**src/bus_strobe_pkg.sv**
```systemverilog
// Package of constants and types for the multiplexed bus strobe block
package bus_strobe_pkg;

    // ****************************************************************
    // Bus cycle kinds
    // ****************************************************************
    localparam logic [1:0] CYC_MEM_READ  = 2'h0;  // Memory read
    localparam logic [1:0] CYC_MEM_WRITE = 2'h1;  // Memory write
    localparam logic [1:0] CYC_IO_READ   = 2'h2;  // I/O read
    localparam logic [1:0] CYC_IO_WRITE  = 2'h3;  // I/O write

    // ****************************************************************
    // Width codes: {upper_byte_enable_n, a0}
    // ****************************************************************
    localparam logic [1:0] WID_WORD    = 2'h0;    // Both low
    localparam logic [1:0] WID_HIGH    = 2'h1;    // High byte D15-D8
    localparam logic [1:0] WID_LOW     = 2'h2;    // Low byte D7-D0
    localparam logic [1:0] WID_REFRESH = 2'h3;    // Refresh

    // ****************************************************************
    // Reset values and timing
    // ****************************************************************
    localparam logic       STRAP_RST     = 1'h1;  // Pull-up default
    localparam int         SYNC_STAGES   = 2;     // Ready synchroniser
    localparam int         CLK_NS        = 10;    // Clock period
    localparam int         BUS_PHASE_NS  = 10;    // One T-state
    localparam int         PHASE_CYCLES  =
        (BUS_PHASE_NS + CLK_NS - 1) / CLK_NS;   // Cycles per T-state

    // ****************************************************************
    // Bus state machine, one-hot
    // ****************************************************************
    typedef enum logic [5:0] {
        ST_IDLE = 6'h01,   // Bus idle
        ST_T1   = 6'h02,   // Address phase
        ST_T2   = 6'h04,   // Strobe begins
        ST_T3   = 6'h08,   // Ready sampled
        ST_TW   = 6'h10,   // Wait state
        ST_T4   = 6'h20    // Cycle ends
    } bus_state_t;

endpackage

```
**src/ready_sync_if.sv**
```systemverilog
// Interface carrying ready inputs and the resolved ready level
interface ready_sync_if;
    logic async_ready_in;   // Raw asynchronous ready
    logic sync_ready_in;    // Synchronous ready
    logic ready;            // Resolved ready
    modport src (output async_ready_in, output sync_ready_in,
                 input ready);
    modport sync (input async_ready_in, input sync_ready_in,
                  output ready);
endinterface

```
**src/ready_sync.sv**
```systemverilog
// Synchroniser and selector for the two ready inputs
module ready_sync
    import bus_strobe_pkg::*;
(
    // Clock and reset
    input  wire logic  mclk_i,
    input  wire logic  sys_rst_i,
    // Ready signals
    ready_sync_if.sync rdy
);

    // ****************************************************************
    // Two-flop synchroniser for the asynchronous ready
    // ****************************************************************
    logic meta_ff;          // First stage, read only by second
    logic async_ready_in_ff;          // Second stage, safe to use

    // Rising edge taken at any time
    always_ff @(posedge mclk_i)
    begin
        if (sys_rst_i)
        begin
            meta_ff <= 1'h0;
            async_ready_in_ff <= 1'h0;
        end
        else
        begin
            meta_ff <= rdy.async_ready_in;  // see RQ14
            async_ready_in_ff <= meta_ff;
        end
    end

    // Async ready high ends waits; low yields to sync ready
    always_comb
    begin
        rdy.ready = async_ready_in_ff | rdy.sync_ready_in;  // see RQ16, RQ17
    end

endmodule

```
**src/bus_strobe_ctrl.sv**
```systemverilog
// Strobe, byte-enable and address latch control for the muxed bus
//
// Contract
// RQ1: Enable and A0 encode word, bytes, refresh.
// RQ2: Byte enable asserted T1 through T3, waits.
// RQ3: Byte enable floats in hold or reset.
// RQ4: Strap high lets disable bit drop address.
// RQ5: Weak pull-up makes strap read high.
// RQ6: Strap low always drives address and data.
// RQ7: Test interface turns pin into TRST input.
// RQ8: Write strobe low in T2, T3, waits.
// RQ9: Write strobe floats in hold or reset.
// RQ10: Read strobe on reads, floats hold/reset.
// RQ11: Address latch pulses while address driven.
// RQ12: Address latch tri-stated in emulation mode.
// RQ13: Address latch driven in hold and reset.
// RQ14: Async ready rising edge synchronised internally.
// RQ15: Partner drops async ready synchronously.
// RQ16: Async ready high means no waits.
// RQ17: Async ready low yields to sync ready.
// RQ18: Address in t1, data t2 to t4.
// RQ19: Strap sampled at reset release, held.
module bus_strobe_ctrl
    import bus_strobe_pkg::*;
(
    // Clock and reset
    input  wire logic        mclk_i,
    input  wire logic        sys_rst_i,
    // Cycle request from the core
    input  wire logic        cyc_req_i,
    input  wire logic [1:0]  cyc_kind_i,
    input  wire logic [1:0]  cyc_width_i,
    input  wire logic        cyc_chip_sel_i,
    input  wire logic        upper_disable_i,
    input  wire logic        lower_disable_i,
    input  wire logic        cyc_upper_i,
    output logic             cyc_busy_o,
    output logic             cyc_done_o,
    // Mode inputs
    input  wire logic        hold_grant_i,
    input  wire logic        test_enable_i,
    input  wire logic        emulation_isolate_mode_i,
    // Ready inputs
    input  wire logic        async_ready_in_i,
    input  wire logic        sync_ready_in_i,
    // Byte-enable / strap / TRST pin
    input  wire logic        upper_byte_enable_n_i,
    output logic             upper_byte_enable_n_o,
    output logic             upper_byte_enable_n_oe_n_o,
    output logic             pullup_en_o,
    output logic             trst_o,
    // Strobes and latch
    output logic             wr_n_o,
    output logic             wr_n_oe_n_o,
    output logic             rd_n_o,
    output logic             rd_n_oe_n_o,
    output logic             addr_latch_o,
    output logic             addr_latch_oe_n_o,
    // Bus phase to the data path
    output logic             a0_o,
    output logic             addr_drive_o,
    output logic             data_phase_o,
    output logic             strap_o
);

    // ****************************************************************
    // Declarations
    // ****************************************************************
    bus_state_t state_ff;        // Bus state
    bus_state_t nxt_state;       // Next bus state
    logic [1:0] kind_ff;         // Latched cycle kind
    logic [1:0] width_ff;        // Latched width code
    logic       drop_addr;       // Address phase suppressed
    logic       strap_ff;        // Captured strap level
    logic       rst_d_ff;        // Reset delayed one cycle
    logic       floated;         // Hold or reset floats pins
    logic       is_write;        // Latched cycle writes
    ready_sync_if rdy_if ();     // Ready path

    // ****************************************************************
    // Cycle decodes
    // ****************************************************************
    // Decode: kind writes
    function automatic logic kind_writes(input logic [1:0] k);
        kind_writes = (k == CYC_MEM_WRITE) || (k == CYC_IO_WRITE);
    endfunction

    // Strobe pins float while hold is granted or reset is applied
    assign floated  = hold_grant_i | sys_rst_i;
    // Write strobe or read strobe for the latched cycle
    assign is_write = kind_writes(kind_ff);
    // Strap high honours the selected disable bit; strap low never
    // drops the address, whatever the disable bits say
    assign drop_addr = strap_ff && cyc_chip_sel_i &&
        (cyc_upper_i ? upper_disable_i
                     : lower_disable_i);  // see RQ4, RQ6

    // ****************************************************************
    // Ready synchroniser
    // ****************************************************************
    // The state machine sees one resolved ready level
    assign rdy_if.async_ready_in = async_ready_in_i;
    assign rdy_if.sync_ready_in  = sync_ready_in_i;

    ready_sync u_ready_sync (
        .mclk_i    (mclk_i),
        .sys_rst_i (sys_rst_i),
        .rdy       (rdy_if)
    );

    // ****************************************************************
    // Strap capture
    // ****************************************************************
    // Sample the pin at the first edge after reset release
    always_ff @(posedge mclk_i)
    begin
        rst_d_ff <= sys_rst_i;
        if (sys_rst_i)
        begin
            // Pull-up level until the pin is seen
            strap_ff <= STRAP_RST;
        end
        else if (rst_d_ff && !test_enable_i)
        begin
            // One sample only; the test port owns the pin otherwise
            strap_ff <= upper_byte_enable_n_i;  // see RQ19
        end
    end

    // ****************************************************************
    // Bus state machine
    // ****************************************************************
    // Next state from request and ready
    always_comb
    begin
        nxt_state = state_ff;
        case (state_ff)
            ST_IDLE:
            begin
                // Hold refuses new requests
                if (cyc_req_i && !hold_grant_i)
                begin
                    nxt_state = ST_T1;
                end
            end
            ST_T1:   nxt_state = ST_T2;
            ST_T2:   nxt_state = ST_T3;
            ST_T3, ST_TW:
            begin
                // Wait until ready is seen
                nxt_state = rdy_if.ready ? ST_T4 : ST_TW;
            end
            ST_T4:   nxt_state = ST_IDLE;
            default: nxt_state = ST_IDLE;
        endcase
    end

    // State register
    always_ff @(posedge mclk_i)
    begin
        if (sys_rst_i)
        begin
            // Reset returns to idle
            state_ff <= ST_IDLE;
        end
        else
        begin
            // Advance one state per clock
            state_ff <= nxt_state;
        end
    end

    // Latch the cycle attributes at the start
    always_ff @(posedge mclk_i)
    begin
        if (sys_rst_i)
        begin
            // Refresh code keeps the byte enable off
            kind_ff  <= CYC_MEM_READ;
            width_ff <= WID_REFRESH;
        end
        else if (state_ff == ST_IDLE && nxt_state == ST_T1)
        begin
            // Taken only on the idle-to-T1 step
            kind_ff  <= cyc_kind_i;
            width_ff <= cyc_width_i;
        end
    end

    // ****************************************************************
    // Pin outputs
    // ****************************************************************
    // Byte enable and A0 from the width code
    always_ff @(posedge mclk_i)
    begin
        if (sys_rst_i)
        begin
            // Pin released during reset
            upper_byte_enable_n_o      <= 1'h1;
            upper_byte_enable_n_oe_n_o <= 1'h1;  // see RQ3
            a0_o                       <= 1'h0;
        end
        else
        begin
            // Asserted from T1 through T3 and waits
            if (nxt_state == ST_T1 || nxt_state == ST_T2 ||
                nxt_state == ST_T3 || nxt_state == ST_TW)
            begin
                upper_byte_enable_n_o <= (nxt_state == ST_T1)
                    ? cyc_width_i[1] : width_ff[1];  // see RQ1, RQ2
                a0_o <= (nxt_state == ST_T1)
                    ? cyc_width_i[0] : width_ff[0];  // see RQ1
            end
            else
            begin
                // Off in T4 and idle
                upper_byte_enable_n_o <= 1'h1;
            end
            // Float in hold, yield the pin to the test port
            upper_byte_enable_n_oe_n_o <=
                hold_grant_i | test_enable_i;  // see RQ3, RQ7
        end
    end

    // Pull-up stays on so an open strap reads high
    always_ff @(posedge mclk_i)
    begin
        pullup_en_o <= 1'h1;  // see RQ5
        // Test port reads the pin as its reset line
        trst_o <= test_enable_i ? upper_byte_enable_n_i
                                : 1'h1;  // see RQ7
        strap_o <= strap_ff;
    end

    // Write and read strobes
    always_ff @(posedge mclk_i)
    begin
        if (floated)
        begin
            // Both strobes float in hold or reset
            wr_n_o      <= 1'h1;
            rd_n_o      <= 1'h1;
            wr_n_oe_n_o <= 1'h1;  // see RQ9
            rd_n_oe_n_o <= 1'h1;  // see RQ10
        end
        else
        begin
            // Driven in every other cycle
            wr_n_oe_n_o <= 1'h0;
            rd_n_oe_n_o <= 1'h0;
            // Active in T2, T3 and waits
            wr_n_o <= !((nxt_state == ST_T2 || nxt_state == ST_T3 ||
                         nxt_state == ST_TW) && is_write);  // see RQ8
            rd_n_o <= !((nxt_state == ST_T2 || nxt_state == ST_T3 ||
                         nxt_state == ST_TW) && !is_write); // see RQ10
        end
    end

    // Address latch and bus phase
    always_ff @(posedge mclk_i)
    begin
        if (sys_rst_i)
        begin
            // Latch stays driven, low, in reset
            addr_latch_o      <= 1'h0;
            addr_latch_oe_n_o <= 1'h0;  // see RQ13
            addr_drive_o      <= 1'h0;
            data_phase_o      <= 1'h0;
        end
        else
        begin
            // Pulse in T1; falls as address stays valid
            addr_latch_o <= (nxt_state == ST_T1);  // see RQ11
            addr_latch_oe_n_o <= emulation_isolate_mode_i; // see RQ12
            addr_drive_o <= (nxt_state == ST_T1) &&
                !drop_addr;  // see RQ18
            data_phase_o <= (nxt_state == ST_T2 || nxt_state == ST_T3 ||
                             nxt_state == ST_TW ||
                             nxt_state == ST_T4);  // see RQ18
        end
    end

    // ****************************************************************
    // Core handshake
    // ****************************************************************
    // Handshake to the core
    always_ff @(posedge mclk_i)
    begin
        if (sys_rst_i)
        begin
            // Quiet during reset
            cyc_busy_o <= 1'h0;
            cyc_done_o <= 1'h0;
        end
        else
        begin
            // Busy from T1 through T4, done in T4 only
            cyc_busy_o <= (nxt_state != ST_IDLE);
            cyc_done_o <= (nxt_state == ST_T4);
        end
    end

endmodule

```
**config.mk**
```make
export PLATFORM = sky130hd
export DESIGN_NAME = bus_strobe_ctrl
export DESIGN_NICKNAME = d
export VERILOG_FILES = /design/src/bus_strobe_pkg.sv /design/src/ready_sync_if.sv /design/src/ready_sync.sv /design/src/bus_strobe_ctrl.sv
export SDC_FILE = /design/constraint.sdc
export NUM_CORES = 1
export LEC_CHECK = 0
export BUFFER_PORTS_ARGS = -buffer_cell sky130_fd_sc_hd__buf_2
export CAP_MARGIN = 40
export CORE_MARGIN = 3
export CORE_UTILIZATION = 35
export CTS_CLUSTER_SIZE = 14
export DETAILED_ROUTE_END_ITERATION = 10
export GPL_TIMING_DRIVEN = 0
export PLACE_DENSITY = 0.66
export SETUP_SLACK_MARGIN = 0.1
export SLEW_MARGIN = 20
export SYNTH_ARGS = -nofsm -noshare
export SYNTH_HDL_FRONTEND = slang
export SYNTH_SLANG_ARGS = --single-unit
```
**constraint.sdc**
```tcl
create_clock -name mclk_i -period 2.6 [get_ports mclk_i]
set_input_delay 0 -clock mclk_i [delete_from_list [all_inputs] [get_ports mclk_i]]
set_output_delay 0 -clock mclk_i [all_outputs]
set_load 0.05 [all_outputs]
```
==> metrics.yaml, run 1 <==
status: "finished clean"
crit_path_start_kind: "register"
top_regs: "state_ff (6), width_ff (2)"
place_congestion: 0.704
ff2ff_path_depth: 4
reg2reg_slack_ns: 1.04
critPathCapture: "width_ff[0]"
syn_area_um2: 931
fin_nets: 147
drive_above_1_share_pct: 38.8
hold_path.startpoint: "lower_disable_i"
die_h_um: 57.6
antenna_found_initial: 0
fin_worst_skew_ns: 0.00223
cp_data_arrival_time_ns: 1.78
stdcell_count: 159
utilization_pct: 50.6
worst-setup-path-type: "reg -> reg"
vdd_drop_max_mv: 0.362
vias: 747
n_antenna_cell: 0
track_usage_pct: 12.9
cts_buffers: 3
async_flop_share_pct: 0
core_um2: 2500
cts_tree: "built"
viasPerCell: 4.70
grt_pass1_vias: 827
tns_ns: 0
port-buffer-count: 30
drc: 0
final_antenna_net_count: 0
die_w_um: 57.6
largest_reg_flops: 6
io_pins: 33
yosys_warnings: 0
wl_per_cell_um: 12.1
period_share_pct: 60.1
regMostFlops: "state_ff"
grt_pass1_wl_mm: 3.39
hold_viol: 0
drt_iter0_drc: 8
worstHoldPathType: "in -> reg"
post-dp-hpwl_mm: 1.37
netlist_instances: 83
synth_fp_nets: 100
r2r-end: "width_ff[0]"
setup_viol: 0
period_minus_slack_ns: 1.56
clk_latency_ns: 0.31
required_ns: 2.82
start_util_pct: 37.2
endpoint_kind: "register"
detail_route.first_pass.iterations: 4
p_per_area_nw_per_um2: 572
cts_resized: 0
holdBufCountCts: 12
synth_flop_cell: "dfxtp_1"
cts_sinks: 27
critPathMaxFanout: 5
syn2layout_area_growth_pct: 35.9
ys_seq_area_share_pct: 58.1
crit_start: "state_ff[5]"
cts.path.max_buffers: 2
grt_setup_unrepaired: "false"
htreeDepth: 1
fp.dieArea_um2: 3310
cts_root_buffer: "clkbuf_4"
synth_edf_count: 0
fmax_mhz: 640
clkSlewWorstSetupHoldPaths_ns: 0.14
finalMaxSlewViolations: 0
dpl.cell_count: 143
avgSynthCellArea_um2: 11.2
synth-seq-cells: 27
fp-row-count: 18
drv_cap: 0
regToRegStartpoint: "state_ff[5]"
grt_max_degree: 15
total_leakage_power_nw: 0.540
synth_cell_type_count: 30
wirelength_mm: 1.92
overflow: 0
postCtsSetupRepairBufs: 0
## placed cells by master (no fill, tap or decap), drive strengths merged
master | netlist | routed
o21bai | 3 | 3
a211o | 2 | 2
buf | 2 | 32
dfxtp | 27 | 27
nor3 | 4 | 4
nand2 | 3 | 3
a21oi | 4 | 4
nand2b | 2 | 2
a311oi | 1 | 1
conb | 1 | 1
nor2b | 5 | 5
nor4 | 6 | 6
nand3 | 1 | 1
or2b | 2 | 2
nor2 | 7 | 7
or2 | 3 | 3
or3 | 3 | 3
mux2i | 1 | 1
nor4bb | 1 | 1
dlygate4sd3 | 0 | 12
mux2 | 1 | 1
clkbuf | 3 | 7
xor2 | 1 | 1
## layer usage
metal	track usage [%]	wire [um]	vias up
li1	-	-	375
met1	15.1	787	338
met2	24.0	1000	34
met3	2.49	133	0
met4	2.98	0	0
met5	0	0	-
## area by class of cell
cell class / instances / area, um^2
fill: 241 / 1230
tap: 30 / 37.5
buffer: 5 / 27.5
sequential: 27 / 541
timing repair buffer: 42 / 270
multi-input combinational: 51 / 363
clock buffer: 4 / 26.3
## cell usage after synthesis, types with 2 or more instances
| master | count | area (um^2) |
|---|---|---|
| a21oi_1 | 4 | 20.0 |
| buf_4 | 2 | 15.0 |
| clkbuf_1 | 2 | 7.51 |
| dfxtp_1 | 27 | 541 |
| nand2_1 | 3 | 11.3 |
| nand2b_1 | 2 | 12.5 |
| nor2_1 | 6 | 22.5 |
| nor2b_1 | 5 | 31.3 |
| nor3_1 | 2 | 10.0 |
| nor3_2 | 2 | 20.0 |
| nor4_1 | 4 | 25.0 |
| o21bai_1 | 3 | 22.5 |
| or2_2 | 2 | 12.5 |
| or2b_2 | 2 | 17.5 |
| or3_4 | 2 | 22.5 |
## logic make-up (layout without fill, tap and decap cells)
logic type | Yosys count | in the layout | share of synthesized area [%]
AND/OR/NAND/NOR | 37 | 37 | 27.2
other | 1 | 1 | 0.403
multiplexers | 2 | 2 | 2.28
flip-flops | 27 | 27 | 58.1
XOR/XNOR | 1 | 1 | 0.941
AO/OA/AOI/OAI | 10 | 10 | 8.20
buffers and inverters | 5 | 51 | 2.96
## worst max-delay path: stages (launching register included)
cell and delay, ns:
dfxtp_1 0.34, or3_4 0.42, or3_4 0.45, nor3_2 0.17
o21bai_1 0.09
## worst min path at each step
stage | end | cells after the start
global placement | rst_d_ff | 1
floorplan | rst_d_ff | 0
finish | addr_drive_o | 3
CTS | addr_drive_o | 3
detailed placement | rst_d_ff | 1
global route | addr_drive_o | 3
## through the flow
step           area, um^2  power, W  setup slack, ns  hold WS (ns)
6_report             1260  0.000723             1.04        0.0239
2_1_floorplan         931  0.000512             1.12        0.0277
3_3_place_gp         1120  0.000539             1.07         0.115
5_1_grt              1260  0.000752            0.934        0.0175
4_1_cts              1260  0.000725             1.03        0.0270
3_5_place_dp         1120  0.000542             1.05         0.123
## power breakdown
part / total [W] / internal, W / switching, W / leakage [nW]
clock: 0.000177 / 0.0000599 / 0.000117 / 0.0150
combinational: 0.000111 / 0.0000452 / 0.0000655 / 0.303
sequential: 0.000435 / 0.000429 / 0.00000654 / 0.221
No activity file was read; power rests on OpenSTA's default activity.
==> run 2, diff against run 1 <==
==> constraint.sdc (replaced) <==
create_clock -name mclk_i -period 1.6 [get_ports mclk_i]
set_input_delay 0 -clock mclk_i [delete_from_list [all_inputs] [get_ports mclk_i]]
set_output_delay 0 -clock mclk_i [all_outputs]
set_load 0.05 [all_outputs]
==> metrics.yaml, run 2 (synthesized netlist as in run 1, its figures left out) <==
status: "finished clean"
finalMaxSlewViolations: 0
io_pins: 33
cts_sinks: 27
drc: 0
clkSlewWorstSetupHoldPaths_ns: 0.14
tns_ns: 0
ff2ff_path_depth: 4
fmax_mhz: 653
r2r-end: "width_ff[0]"
fin_worst_skew_ns: 0.00304
p_per_area_nw_per_um2: 920
wl_per_cell_um: 11.8
core_um2: 2500
fin_ws_ns: 0.0688
antenna_found_initial: 0
fin_nets: 147
placed_cell_area_um2: 1120
finish.instance_area_um2: 1280
holdPathEnd: "addr_drive_o"
n_fill_cell: 235
slowest_delay_ns: 0.44
period_minus_slack_ns: 1.53
crit_path_start_kind: "register"
regToRegStartpoint: "state_ff[5]"
period_share_pct: 95.7
vdd_drop_max_mv: 0.580
syn2layout_area_growth_pct: 37.8
place_congestion: 0.704
die_h_um: 57.6
total_leakage_power_nw: 0.547
grt_setup_unrepaired: "true"
slowest_stage: "or3_4"
grt_pass1_vias: 830
whs_path_depth: 3
reg2reg_slack_ns: 0.07
endpoint_kind: "register"
fp.dieArea_um2: 3310
worstHoldPathType: "in -> reg"
drive_above_1_share_pct: 42.6
overflow: 0
port-buffer-count: 30
hold_path.startpoint: "lower_disable_i"
hold_viol: 0
n_antenna_cell: 0
wirelength_mm: 1.88
crit_buf_inv: 0
dp_slack_ns: 0.0516
cp_common_cell: "or3_4"
cts_buffers: 3
grt_max_degree: 15
viasPerCell: 4.72
multi_input_area_um2: 379
final_antenna_net_count: 0
required_ns: 1.82
start_util_pct: 37.2
crit_family: "simple AND/OR/NAND/NOR gates"
detail_route.first_pass.iterations: 4
crit_chain: "or3_4, or3_4, nor3_4, o21bai_1"
htreeDepth: 1
layout_commonest_cell: "buf_2"
critPathMaxFanout: 5
mostFrequentLayoutCells: "buf_2, dfxtp_1, dlygate4sd3_1"
cts.path.max_buffers: 2
top_regs: "state_ff (6), width_ff (2)"
grt_pass1_wl_mm: 3.31
track_usage_pct: 12.5
setup_viol: 0
drt_iter0_drc: 7
drv_cap: 0
cp.depth: 4
largest_reg_flops: 6
regMostFlops: "state_ff"
clk_latency_ns: 0.32
cts_tree: "built"
vias: 751
cts_root_buffer: "clkbuf_4"
regArea_um2: 544
worst-setup-path-type: "reg -> reg"
die_w_um: 57.6
post-dp-hpwl_mm: 1.37
cp_data_arrival_time_ns: 1.75
fp-row-count: 18
## run 2: through the flow
step                      util [%]  instances  hold slack (ns)  total power, W
final                         51.3        159           0.0216         0.00118
after global routing          51.3        159           0.0178         0.00123
after CTS                     51.0        159           0.0292         0.00118
after detailed placement      44.7        143            0.123        0.000880
after global placement        44.7        143            0.115        0.000876
after floorplan                  -         83           0.0277        0.000833
## run 2: cell type report
class                   instances  share of cell area, %
well taps                      30                   2.93
multi-input cells              51                   29.6
flip-flops and latches         27                   42.4
plain buffers                   5                   2.15
clock buffers                   4                   2.05
repair buffers                 42                   20.9
## run 2: power by group
part | internal [W] | leakage [nW] | switching (W) | total, W
clock network | 0.0000974 | 0.0150 | 0.000191 | 0.000288
registers | 0.000697 | 0.223 | 0.0000104 | 0.000707
logic | 0.0000748 | 0.310 | 0.000110 | 0.000185
total | 0.000869 | 0.547 | 0.000311 | 0.00118
## run 2: worst max path at each step
stage                      startpoint           to  slack (ns)
after detailed placement  state_ff[5]  width_ff[0]        0.05
after global placement    state_ff[5]  width_ff[0]        0.07
after global routing      state_ff[5]  width_ff[0]        0.02
after CTS                 state_ff[5]  width_ff[0]        0.06
final                     state_ff[5]  width_ff[0]        0.07
after floorplan           state_ff[5]  width_ff[0]        0.12
## run 2: per-layer routing
| metal | track usage (%) | vias up | wire (um) |
|---|---|---|---|
| met5 | 0 | - | 0 |
| met4 | 2.98 | 0 | 4 |
| met3 | 2.26 | 2 | 119 |
| met2 | 22.9 | 29 | 952 |
| met1 | 14.9 | 345 | 803 |
| li1 | - | 375 | - |
## run 2: tightest hold or removal path: stages
cell and delay [ns]:
buf_2 0.07, mux2_2 0.15, a311oi_2 0.09
## run 2: timing repair
action	in CTS	in global routing
gates resized for setup	2	4
pin swaps	2	3
hold endpoints to repair	13	0
setup buffers	1	0
endpoints found under the setup margin	8	11
hold buffers	11	0
